<file path="src/rtl/ssa_pkg.sv">
// Shared constants, types and decode helpers for the subtract and swap datapath slice.
package ssa_pkg;

    // ------------------------------------------------------------------
    // Bus geometry
    // ------------------------------------------------------------------
    localparam int unsigned APB_ADDR_W = 8;
    localparam int unsigned APB_DATA_W = 32;

    // ------------------------------------------------------------------
    // Register byte offsets
    // ------------------------------------------------------------------
    localparam logic [7:0] OFF_INSTR   = 8'h00;
    localparam logic [7:0] OFF_WORK    = 8'h04;
    localparam logic [7:0] OFF_STATUS  = 8'h08;
    localparam logic [7:0] OFF_FILE    = 8'h0c;
    localparam logic [7:0] OFF_FILE_WB = 8'h10;

    // ------------------------------------------------------------------
    // Field positions
    // ------------------------------------------------------------------
    localparam int unsigned STAT_CARRY  = 0;
    localparam int unsigned STAT_DIGIT  = 1;
    localparam int unsigned STAT_ZERO   = 2;
    localparam int unsigned STAT_BUSY   = 3;
    localparam int unsigned STAT_BAD    = 4;
    localparam int unsigned WB_DONE_BIT = 8;
    localparam int unsigned DEST_BIT    = 7;

    // ------------------------------------------------------------------
    // Values after reset and cycle counts
    // ------------------------------------------------------------------
    localparam logic [13:0] INSTR_RST     = 14'h0000;
    localparam logic [7:0]  WORK_RST      = 8'h00;
    localparam logic [7:0]  FILE_RST      = 8'h00;
    localparam int unsigned INSTR_DIV_DEF = 4;

    // ------------------------------------------------------------------
    // Opcode patterns of the three supported words
    // ------------------------------------------------------------------
    localparam logic [4:0] PAT_LIT_SUB  = 5'h1e;
    localparam logic [5:0] PAT_FILE_SUB = 6'h02;
    localparam logic [5:0] PAT_SWAP     = 6'h0e;

    // Operation selected by a decoded instruction word.
    typedef enum logic [3:0] {
        SSA_OP_NONE = 4'b0001,
        SSA_OP_LIT  = 4'b0010,
        SSA_OP_SUBF = 4'b0100,
        SSA_OP_SWAP = 4'b1000
    } ssa_op_e;

    // Sequencer state: waiting for a word, or holding one for the next cycle.
    typedef enum logic [1:0] {
        SSA_ST_IDLE  = 2'b01,
        SSA_ST_ARMED = 2'b10
    } ssa_state_e;

    // Bit 8 of the literal form is a don't-care, so only bits 13:9 are compared.
    function automatic ssa_op_e ssa_decode(input logic [13:0] word);
        ssa_op_e op;
        op = SSA_OP_NONE;
        if (word[13:9] == PAT_LIT_SUB) begin
            op = SSA_OP_LIT;
        end else if (word[13:8] == PAT_FILE_SUB) begin
            op = SSA_OP_SUBF;
        end else if (word[13:8] == PAT_SWAP) begin
            op = SSA_OP_SWAP;
        end
        return op;
    endfunction

endpackage

</file>
<file path="src/rtl/ssa_alu_if.sv">
// Operand and result bundle between the sequencer and the arithmetic unit.
`timescale 1ns/1ps
interface ssa_alu_if;
    ssa_pkg::ssa_op_e op;
    logic [7:0]       opa;
    logic [7:0]       work;
    logic [7:0]       result;
    logic             carry;
    logic             digit;
    logic             zero;
    logic             flags_we;

    modport alu  (input op, opa, work, output result, carry, digit, zero, flags_we);
    modport core (output op, opa, work, input result, carry, digit, zero, flags_we);
endinterface

</file>
<file path="src/rtl/ssa_top.sv">
// Subtract and swap datapath slice with its APB register port.
//
// How it works
// - Literal minus work goes to work, flags updated.
// - File minus work, seven-bit address, flags updated.
// - Destination bit picks work or file register.
// - Carry set when no borrow, cleared when negative.
// - Swap nibbles to chosen destination, flags untouched.
`timescale 1ns/1ps
module ssa_top #(
    parameter int unsigned INSTR_DIV = ssa_pkg::INSTR_DIV_DEF
) (
    input  wire logic                            clk_sys_in,
    input  wire logic                            sys_rst_in,
    input  wire logic                            psel_in,
    input  wire logic                            penable_in,
    input  wire logic                            pwrite_in,
    input  wire logic [ssa_pkg::APB_ADDR_W-1:0]  paddr_in,
    input  wire logic [ssa_pkg::APB_DATA_W-1:0]  pwdata_in,
    input  wire logic [3:0]                      pstrb_in,
    output logic      [ssa_pkg::APB_DATA_W-1:0]  prdata_out,
    output logic                                 pready_out,
    output logic                                 pslverr_out,
    output logic                                 file_wr_stb_out,
    output logic      [6:0]                      file_wr_addr_out,
    output logic      [7:0]                      file_wr_data_out
);
    import ssa_pkg::*;

    // ------------------------------------------------------------------
    // Elaboration checks
    // ------------------------------------------------------------------
    // The divider needs at least two system clocks per instruction cycle.
    generate
        if (INSTR_DIV < 2) begin : g_bad_div
            $error("INSTR_DIV must be at least two");
        end
    endgenerate

    localparam int unsigned DIV_W = $clog2(INSTR_DIV);
    localparam logic [DIV_W-1:0] DIV_LAST = DIV_W'(INSTR_DIV - 1);
    localparam logic [DIV_W-1:0] DIV_ZERO = '0;

    // ------------------------------------------------------------------
    // Address decode helper
    // ------------------------------------------------------------------
    // Used by both the read path and the write path so they never disagree.
    function automatic logic reg_hit(input logic [APB_ADDR_W-1:0] addr,
                                     input logic [7:0]            off);
        return (addr == off);
    endfunction

    // ------------------------------------------------------------------
    // State
    // ------------------------------------------------------------------
    ssa_state_e        state;
    ssa_state_e        next_state;
    logic [DIV_W-1:0]  div_cnt;
    logic [DIV_W-1:0]  next_div_cnt;
    logic [13:0]       instr;
    logic [13:0]       next_instr;
    logic [7:0]        work;
    logic [7:0]        next_work;
    logic [7:0]        file_data;
    logic [7:0]        next_file_data;
    logic              flag_c;
    logic              next_flag_c;
    logic              digit_carry_flag;
    logic              next_digit_carry_flag;
    logic              flag_z;
    logic              next_flag_z;
    logic              bad_op;
    logic              next_bad_op;
    logic              wb_done;
    logic              next_wb_done;
    logic [6:0]        wb_addr;
    logic [6:0]        next_wb_addr;
    logic [31:0]       next_prdata;
    logic              next_pslverr;
    logic              next_file_wr_stb;
    logic [6:0]        next_file_wr_addr;
    logic [7:0]        next_file_wr_data;

    logic              tick;
    logic              exec;
    logic              setup;
    logic              wr_acc;
    logic              mapped;
    logic              dest_file;
    ssa_op_e           op;

    ssa_alu_if alu_bus ();

    ssa_alu u_alu (
        .bus (alu_bus)
    );

    // ------------------------------------------------------------------
    // Bus phase and handshake
    // ------------------------------------------------------------------
    // A new instruction word is held off while the previous one is still
    // armed; stretching pready keeps the master waiting instead of losing
    // the word. Every other access completes in its first access cycle.
    always_comb begin
        setup      = psel_in && !penable_in;
        mapped     = reg_hit(paddr_in, OFF_INSTR)  || reg_hit(paddr_in, OFF_WORK) ||
                     reg_hit(paddr_in, OFF_STATUS) || reg_hit(paddr_in, OFF_FILE) ||
                     reg_hit(paddr_in, OFF_FILE_WB);
        pready_out = !(psel_in && pwrite_in && reg_hit(paddr_in, OFF_INSTR) &&
                       (state == SSA_ST_ARMED));
        wr_acc     = psel_in && penable_in && pwrite_in && pready_out;
    end

    // ------------------------------------------------------------------
    // Instruction cycle divider and operand steering
    // ------------------------------------------------------------------
    // The enable pulse marks the end of an instruction cycle; an armed
    // word executes on that edge and its results are in place for the
    // word that follows.
    always_comb begin
        tick         = (div_cnt == DIV_LAST);
        next_div_cnt = tick ? DIV_ZERO : div_cnt + DIV_W'(1);
        exec         = tick && (state == SSA_ST_ARMED);
        op           = ssa_decode(instr);
        dest_file    = instr[DEST_BIT];
        alu_bus.op   = exec ? op : SSA_OP_NONE;
        alu_bus.work = work;
        alu_bus.opa  = (op == SSA_OP_LIT) ? instr[7:0] : file_data;
    end

    // ------------------------------------------------------------------
    // Register and datapath next values
    // ------------------------------------------------------------------
    // Software writes are applied first and execution results then
    // override them, so an instruction that finishes in the same edge as
    // a bus write to the same register is never lost.
    always_comb begin
        next_state            = state;
        next_instr            = instr;
        next_work             = work;
        next_file_data        = file_data;
        next_flag_c           = flag_c;
        next_digit_carry_flag = digit_carry_flag;
        next_flag_z           = flag_z;
        next_bad_op           = bad_op;
        next_wb_done          = wb_done;
        next_wb_addr          = wb_addr;
        next_file_wr_stb      = 1'b0;
        next_file_wr_addr     = file_wr_addr_out;
        next_file_wr_data     = file_wr_data_out;

        // Software side of each register.
        if (wr_acc) begin
            if (reg_hit(paddr_in, OFF_INSTR)) begin
                if (pstrb_in[0]) begin
                    next_instr[7:0] = pwdata_in[7:0];
                end
                if (pstrb_in[1]) begin
                    next_instr[13:8] = pwdata_in[13:8];
                end
                next_state = SSA_ST_ARMED;
            end
            if (reg_hit(paddr_in, OFF_WORK) && pstrb_in[0]) begin
                next_work = pwdata_in[7:0];
            end
            if (reg_hit(paddr_in, OFF_FILE) && pstrb_in[0]) begin
                next_file_data = pwdata_in[7:0];
            end
            if (reg_hit(paddr_in, OFF_STATUS) && pstrb_in[0]) begin
                next_flag_c           = pwdata_in[STAT_CARRY];
                next_digit_carry_flag = pwdata_in[STAT_DIGIT];
                next_flag_z           = pwdata_in[STAT_ZERO];
                if (pwdata_in[STAT_BAD]) begin
                    next_bad_op = 1'b0;
                end
            end
            if (reg_hit(paddr_in, OFF_FILE_WB) && pstrb_in[1] && pwdata_in[WB_DONE_BIT]) begin
                next_wb_done = 1'b0;
            end
        end

        // Execution side; sticky sets come last so they win over a clear.
        if (exec) begin
            next_state = SSA_ST_IDLE;
            if (alu_bus.flags_we) begin
                next_flag_c           = alu_bus.carry;
                next_digit_carry_flag = alu_bus.digit;
                next_flag_z           = alu_bus.zero;
            end
            unique case (op)
                SSA_OP_LIT: begin
                    next_work = alu_bus.result;
                end
                SSA_OP_SUBF, SSA_OP_SWAP: begin
                    if (dest_file) begin
                        next_file_data    = alu_bus.result;
                        next_file_wr_stb  = 1'b1;
                        next_file_wr_addr = instr[6:0];
                        next_file_wr_data = alu_bus.result;
                        next_wb_done      = 1'b1;
                        next_wb_addr      = instr[6:0];
                    end else begin
                        next_work = alu_bus.result;
                    end
                end
                SSA_OP_NONE: begin
                    next_bad_op = 1'b1;
                end
            endcase
        end
    end

    // ------------------------------------------------------------------
    // Read data
    // ------------------------------------------------------------------
    // Read data is captured at the end of the setup cycle so that it comes
    // from a flip-flop while the access still needs no wait state.
    always_comb begin
        next_prdata  = prdata_out;
        next_pslverr = pslverr_out;
        if (setup) begin
            next_prdata  = 32'h0000_0000;
            next_pslverr = !mapped;
            if (!pwrite_in) begin
                if (reg_hit(paddr_in, OFF_INSTR)) begin
                    next_prdata[13:0] = instr;
                end
                if (reg_hit(paddr_in, OFF_WORK)) begin
                    next_prdata[7:0] = work;
                end
                if (reg_hit(paddr_in, OFF_STATUS)) begin
                    next_prdata[STAT_CARRY] = flag_c;
                    next_prdata[STAT_DIGIT] = digit_carry_flag;
                    next_prdata[STAT_ZERO]  = flag_z;
                    next_prdata[STAT_BUSY]  = (state == SSA_ST_ARMED);
                    next_prdata[STAT_BAD]   = bad_op;
                end
                if (reg_hit(paddr_in, OFF_FILE)) begin
                    next_prdata[7:0] = file_data;
                end
                if (reg_hit(paddr_in, OFF_FILE_WB)) begin
                    next_prdata[6:0]         = wb_addr;
                    next_prdata[WB_DONE_BIT] = wb_done;
                end
            end
        end
    end

    // ------------------------------------------------------------------
    // Registers
    // ------------------------------------------------------------------
    always_ff @(posedge clk_sys_in) begin
        if (sys_rst_in) begin
            state            <= SSA_ST_IDLE;
            div_cnt          <= DIV_ZERO;
            instr            <= INSTR_RST;
            work             <= WORK_RST;
            file_data        <= FILE_RST;
            flag_c           <= 1'b0;
            digit_carry_flag <= 1'b0;
            flag_z           <= 1'b0;
            bad_op           <= 1'b0;
            wb_done          <= 1'b0;
            wb_addr          <= 7'h00;
            prdata_out       <= 32'h0000_0000;
            pslverr_out      <= 1'b0;
            file_wr_stb_out  <= 1'b0;
            file_wr_addr_out <= 7'h00;
            file_wr_data_out <= 8'h00;
        end else begin
            state            <= next_state;
            div_cnt          <= next_div_cnt;
            instr            <= next_instr;
            work             <= next_work;
            file_data        <= next_file_data;
            flag_c           <= next_flag_c;
            digit_carry_flag <= next_digit_carry_flag;
            flag_z           <= next_flag_z;
            bad_op           <= next_bad_op;
            wb_done          <= next_wb_done;
            wb_addr          <= next_wb_addr;
            prdata_out       <= next_prdata;
            pslverr_out      <= next_pslverr;
            file_wr_stb_out  <= next_file_wr_stb;
            file_wr_addr_out <= next_file_wr_addr;
            file_wr_data_out <= next_file_wr_data;
        end
    end

endmodule

</file>
<file path="src/rtl/ssa_alu.sv">
// Combinational subtract and nibble swap unit.
`timescale 1ns/1ps
module ssa_alu (
    ssa_alu_if.alu bus
);
    import ssa_pkg::*;

    logic [8:0] diff;
    logic [4:0] low_diff;

    // ------------------------------------------------------------------
    // Two's complement subtract: opa plus inverted work plus one.
    // ------------------------------------------------------------------
    // The ninth bit is the inverted borrow, so it reads one when the
    // result is zero or positive and the wrapped value stays modulo 256.
    always_comb begin
        diff          = {1'b0, bus.opa} + {1'b0, ~bus.work} + 9'h001;
        low_diff      = {1'b0, bus.opa[3:0]} + {1'b0, ~bus.work[3:0]} + 5'h01;
        bus.result    = bus.opa;
        bus.carry     = 1'b0;
        bus.digit     = 1'b0;
        bus.zero      = 1'b0;
        bus.flags_we  = 1'b0;
        unique case (bus.op)
            SSA_OP_LIT, SSA_OP_SUBF: begin
                bus.result   = diff[7:0];
                bus.carry    = diff[8];
                bus.digit    = low_diff[4];
                bus.zero     = (diff[7:0] == 8'h00);
                bus.flags_we = 1'b1;
            end
            SSA_OP_SWAP: begin
                bus.result   = {bus.opa[3:0], bus.opa[7:4]};
                bus.flags_we = 1'b0;
            end
            SSA_OP_NONE: begin
                bus.flags_we = 1'b0;
            end
        endcase
    end

endmodule

</file>
<file path="config.mk">
export PLATFORM = sky130hd
export DESIGN_NAME = ssa_top
export DESIGN_NICKNAME = d
export VERILOG_FILES = /design/src/rtl/ssa_pkg.sv /design/src/rtl/ssa_alu_if.sv /design/src/rtl/ssa_top.sv /design/src/rtl/ssa_alu.sv
export SDC_FILE = /design/constraint.sdc
export NUM_CORES = 1
export LEC_CHECK = 0
export ABC_CLOCK_PERIOD_IN_PS = 6600
export BUFFER_PORTS_ARGS = -buffer_cell sky130_fd_sc_hd__buf_4
export CELL_PAD_IN_SITES_DETAIL_PLACEMENT = 1
export CELL_PAD_IN_SITES_GLOBAL_PLACEMENT = 2
export CORE_AREA = 5 5 116 118
export DETAILED_ROUTE_END_ITERATION = 16
export DIE_AREA = 0 0 121 123
export PLACE_DENSITY_LB_ADDON = 0.3
export RECOVER_POWER = 100
export SLEW_MARGIN = 20
export SYNTH_ARGS = -nofsm -noshare
export SYNTH_HDL_FRONTEND = slang
export SYNTH_SLANG_ARGS = --single-unit
</file>
<file path="constraint.sdc">
create_clock -name clk_sys_in -period 6.6 [get_ports clk_sys_in]
set_input_delay 0.33 -clock clk_sys_in [delete_from_list [all_inputs] [get_ports clk_sys_in]]
set_output_delay 0.33 -clock clk_sys_in [all_outputs]
set_load 0.02 [all_outputs]
</file>
==> metrics.txt <==
kind of critical path register to register; grt total ovfl 0; H-Tree Depth 3; mean post-synth cell area 8.55 um2; setup violators final 0; cts repair resizes 0; Starting Density 32.8%; Die Area 14900 um2; CTS Sinks 70; CP endpoint kind register; DRC violation count after routing 0; Layout Skew 6.06 ps; maximum VDD drop 113 uV; Synth top area share 34.6%; WP data arrival 3670 ps; critical path's top delay family simple AND/OR/NAND/NOR gates; CTS Buf Count 9; initial antenna violation count 0; via count 3679; largest net degree at the start of global routing 72; WL/cell 19.0 um; outcome finished, violations left; DR pass1 iterations 4; Critical Path RT 6660 ps; Seq/Total Area, Yosys 34.6%; Ports 99; Clock transition at path regs 60 ps; TritonCTS clock tree done; total power 1.00 mW; RSZ-0062 raised after global routing no; Leakage Power 1.73 nW; Top FF cell, synth dfxtp_1; ratio of cells with drive above 1 in the final layout 13.3%; Core Region 12400 um2; number of synthesized flops with an enable pin 0; Layout fillers 1482; slowest CP cell a311oi_1; DP HPWL 10100 um; initial drt markers 199; post-synth top area cell dfxtp_1; vias per cell 5.26; Rel. slew slack -118%; Inst Count DP 683; first-pass GRT wire length 20900 um; area grow syn2layout 16.5%; placement row count 41; Distinct cells, synth 63; P per Cell Area 212 nW/um2; width of the chip 121 um; Max FO, Critical Path 8; max incr delay on CP 590 ps; crit-path cells and4b_1 > nand2_1 > mux2_1 > ha_1 > or4_1 > nor2_1 > a211oi_1 > a311oi_1 > a211oi_1; max_cap viols 1; Global Route Usage Sum 18.2%; hold crit path type primary input to register; Critical Path Source Type register; DIE HEIGHT 123 um; worst skew pair latency 340 ps; vias in the first global route 3749; port bufs 60; Mapped Cells 474; Slew Limit Fails 72; synth top area cells dfxtp_1 (35%), mux2i_1 (5.9%), nor2_1 (5.4%), mux2_2 (4.7%), a21oi_1 (4.0%); Post-CTS Hold Buffers 0; CP Buf/Inv Count 0; Routability Congestion 0.854; Tmin final 3610 ps; Hold Fails Final Rpt 0; Routed WL 13300 um; final cycle utilization of the critical path 54.7%; Critical Path Most Common Cell a211oi_1; Fmax achieved 0.277 GHz; #FFs+latches synth 70; Ys Warns 0; Cell Area, Synth 4050 um2; Ant. Diodes 0; setup bufs post-CTS 0; Post-synth ARST share 0%; register-to-register setup slack 2990 ps; non-filler instance count after layout 699; actual slew at the worst max-slew pin 3270 ps; failing checks capacitance limit, slew limit; post-route setup TNS 0 ps; Root Buffer clkbuf_16; nets 582; CTS Buffer Depth 2; ANT nets after route 0
## state kept, by name, summed over array words and instances, names as in the netlist
name	count
bad_op	1
state	2
div_cnt	2
flag_c	1
instr	14
flag_z	1
prdata_out	14
pslverr_out	1
file_wr_data_out	8
wb_done	1
file_data	8
alu_bus.work	8
file_wr_stb_out	1
digit_carry_flag	1
wb_addr	7
## path summary, 6_finish.rpt
path,cells after the start,from,endpoint
min reg2reg,1,div_cnt[0],div_cnt[0]
max,9,instr[11],file_data[7]
max reg2reg,9,instr[11],file_data[7]
min,3,pwdata_in[13],instr[13]
## cells in the mapped netlist, drive strengths merged (2+ instances only)
library cell	number
a311oi	14
o311ai	2
and3	2
nor2	59
a21oi	33
a22o	3
nand4	7
o2bb2ai	2
o31ai	3
o21ai	12
a221oi	3
nand2	36
a21o	4
xor2	3
nor2b	6
nor3b	2
o211ai	2
a21boi	4
mux2	17
and2	2
or3	6
inv	16
nand4b	2
nor3	16
buf	24
clkbuf	17
or2	4
nand2b	5
nand3	8
and4	3
mux2i	24
a22oi	13
nor4	3
ha	10
a211oi	18
dfxtp	70
o21a	3
## where the power goes
group,internal [mW],switching [mW]
registers,0.425,0.000885
logic,0.0171,0.0365
clock network,0.332,0.189
total,0.774,0.226
## kinds of logic after synthesis
group	count (synthesis)	synth area share, %
AND/OR/NAND/NOR	166	20.3
AO/OA/AOI/OAI	125	22.5
flip-flops	70	34.6
buffers and inverters	57	7.66
multiplexers	41	10.7
adder cells (fa/ha/maj)	11	3.58
XOR/XNOR	3	0.649
other	1	0.0926
## routing by layer
layer	global-route usage, %	part of all wire, %	vias up
met1	23.8	47	1787
met4	6.52	1.3	0
li1	-	-	1803
met2	30.6	48	77
met5	0	0	-
met3	2.93	4.0	12
## worst register-to-register path: cells and delay by family (launching register included)
kind	cells	cell delay [ps]
compound gates	3	820
flops	1	450
simple gates	4	1270
mux	1	450
fa+ha+maj	1	340
## cells in the final DEF (no fill, tap or decap), types with 3 or more instances in the layout
| master | synthesis | layout |
|---|---|---|
| clkbuf_16 | 0 | 9 |
| nor2_1 | 58 | 58 |
| and4_1 | 3 | 3 |
| a21oi_1 | 32 | 32 |
| a221oi_1 | 3 | 3 |
| clkbuf_1 | 17 | 35 |
| ha_1 | 10 | 10 |
| o21ai_0 | 12 | 12 |
| or3_1 | 6 | 6 |
| a21o_1 | 4 | 4 |
| nor3_1 | 15 | 15 |
| nor4_1 | 3 | 3 |
| inv_1 | 16 | 16 |
| or2_2 | 3 | 3 |
| nand4_1 | 7 | 7 |
| a311oi_1 | 14 | 14 |
| o31ai_1 | 3 | 3 |
| xor2_1 | 3 | 3 |
| a211oi_1 | 13 | 15 |
| nand2_1 | 36 | 36 |
| a22o_1 | 3 | 3 |
| dfxtp_1 | 70 | 70 |
| nand2b_1 | 4 | 4 |
| a22oi_1 | 13 | 13 |
| mux2_1 | 0 | 3 |
| buf_4 | 19 | 28 |
| a211oi_2 | 5 | 3 |
| nand3_1 | 8 | 8 |
| conb_1 | 1 | 18 |
| nor2b_1 | 6 | 6 |
| a21boi_0 | 3 | 4 |
| mux2i_1 | 24 | 24 |
| mux2_2 | 17 | 14 |
## stage by stage
step	setup WS, ps	area [um2]	hold slack (ps)	util, %
floorplan	3790	4120	404	-
global placement	3270	4540	413	36.7
detailed placement	3170	4540	423	36.7
CTS	3150	4850	226	39.3
global route	2790	4720	241	38.2
finish	2990	4720	233	38.2
## final cells by class
| cell class | instances | area, um2 | area share (%) |
|---|---|---|---|
| Inverter | 16 | 60.1 | 1.27 |
| Sequential cell | 70 | 1400 | 29.7 |
| Multi-Input combinational cell | 364 | 2390 | 50.7 |
| Tap cell | 172 | 215 | 4.56 |
| Clock inverter | 5 | 82.6 | 1.75 |
| Clock buffer | 11 | 233 | 4.93 |
| Timing Repair Buffer | 61 | 334 | 7.08 |
No activity file was read; power rests on OpenSTA's default activity.
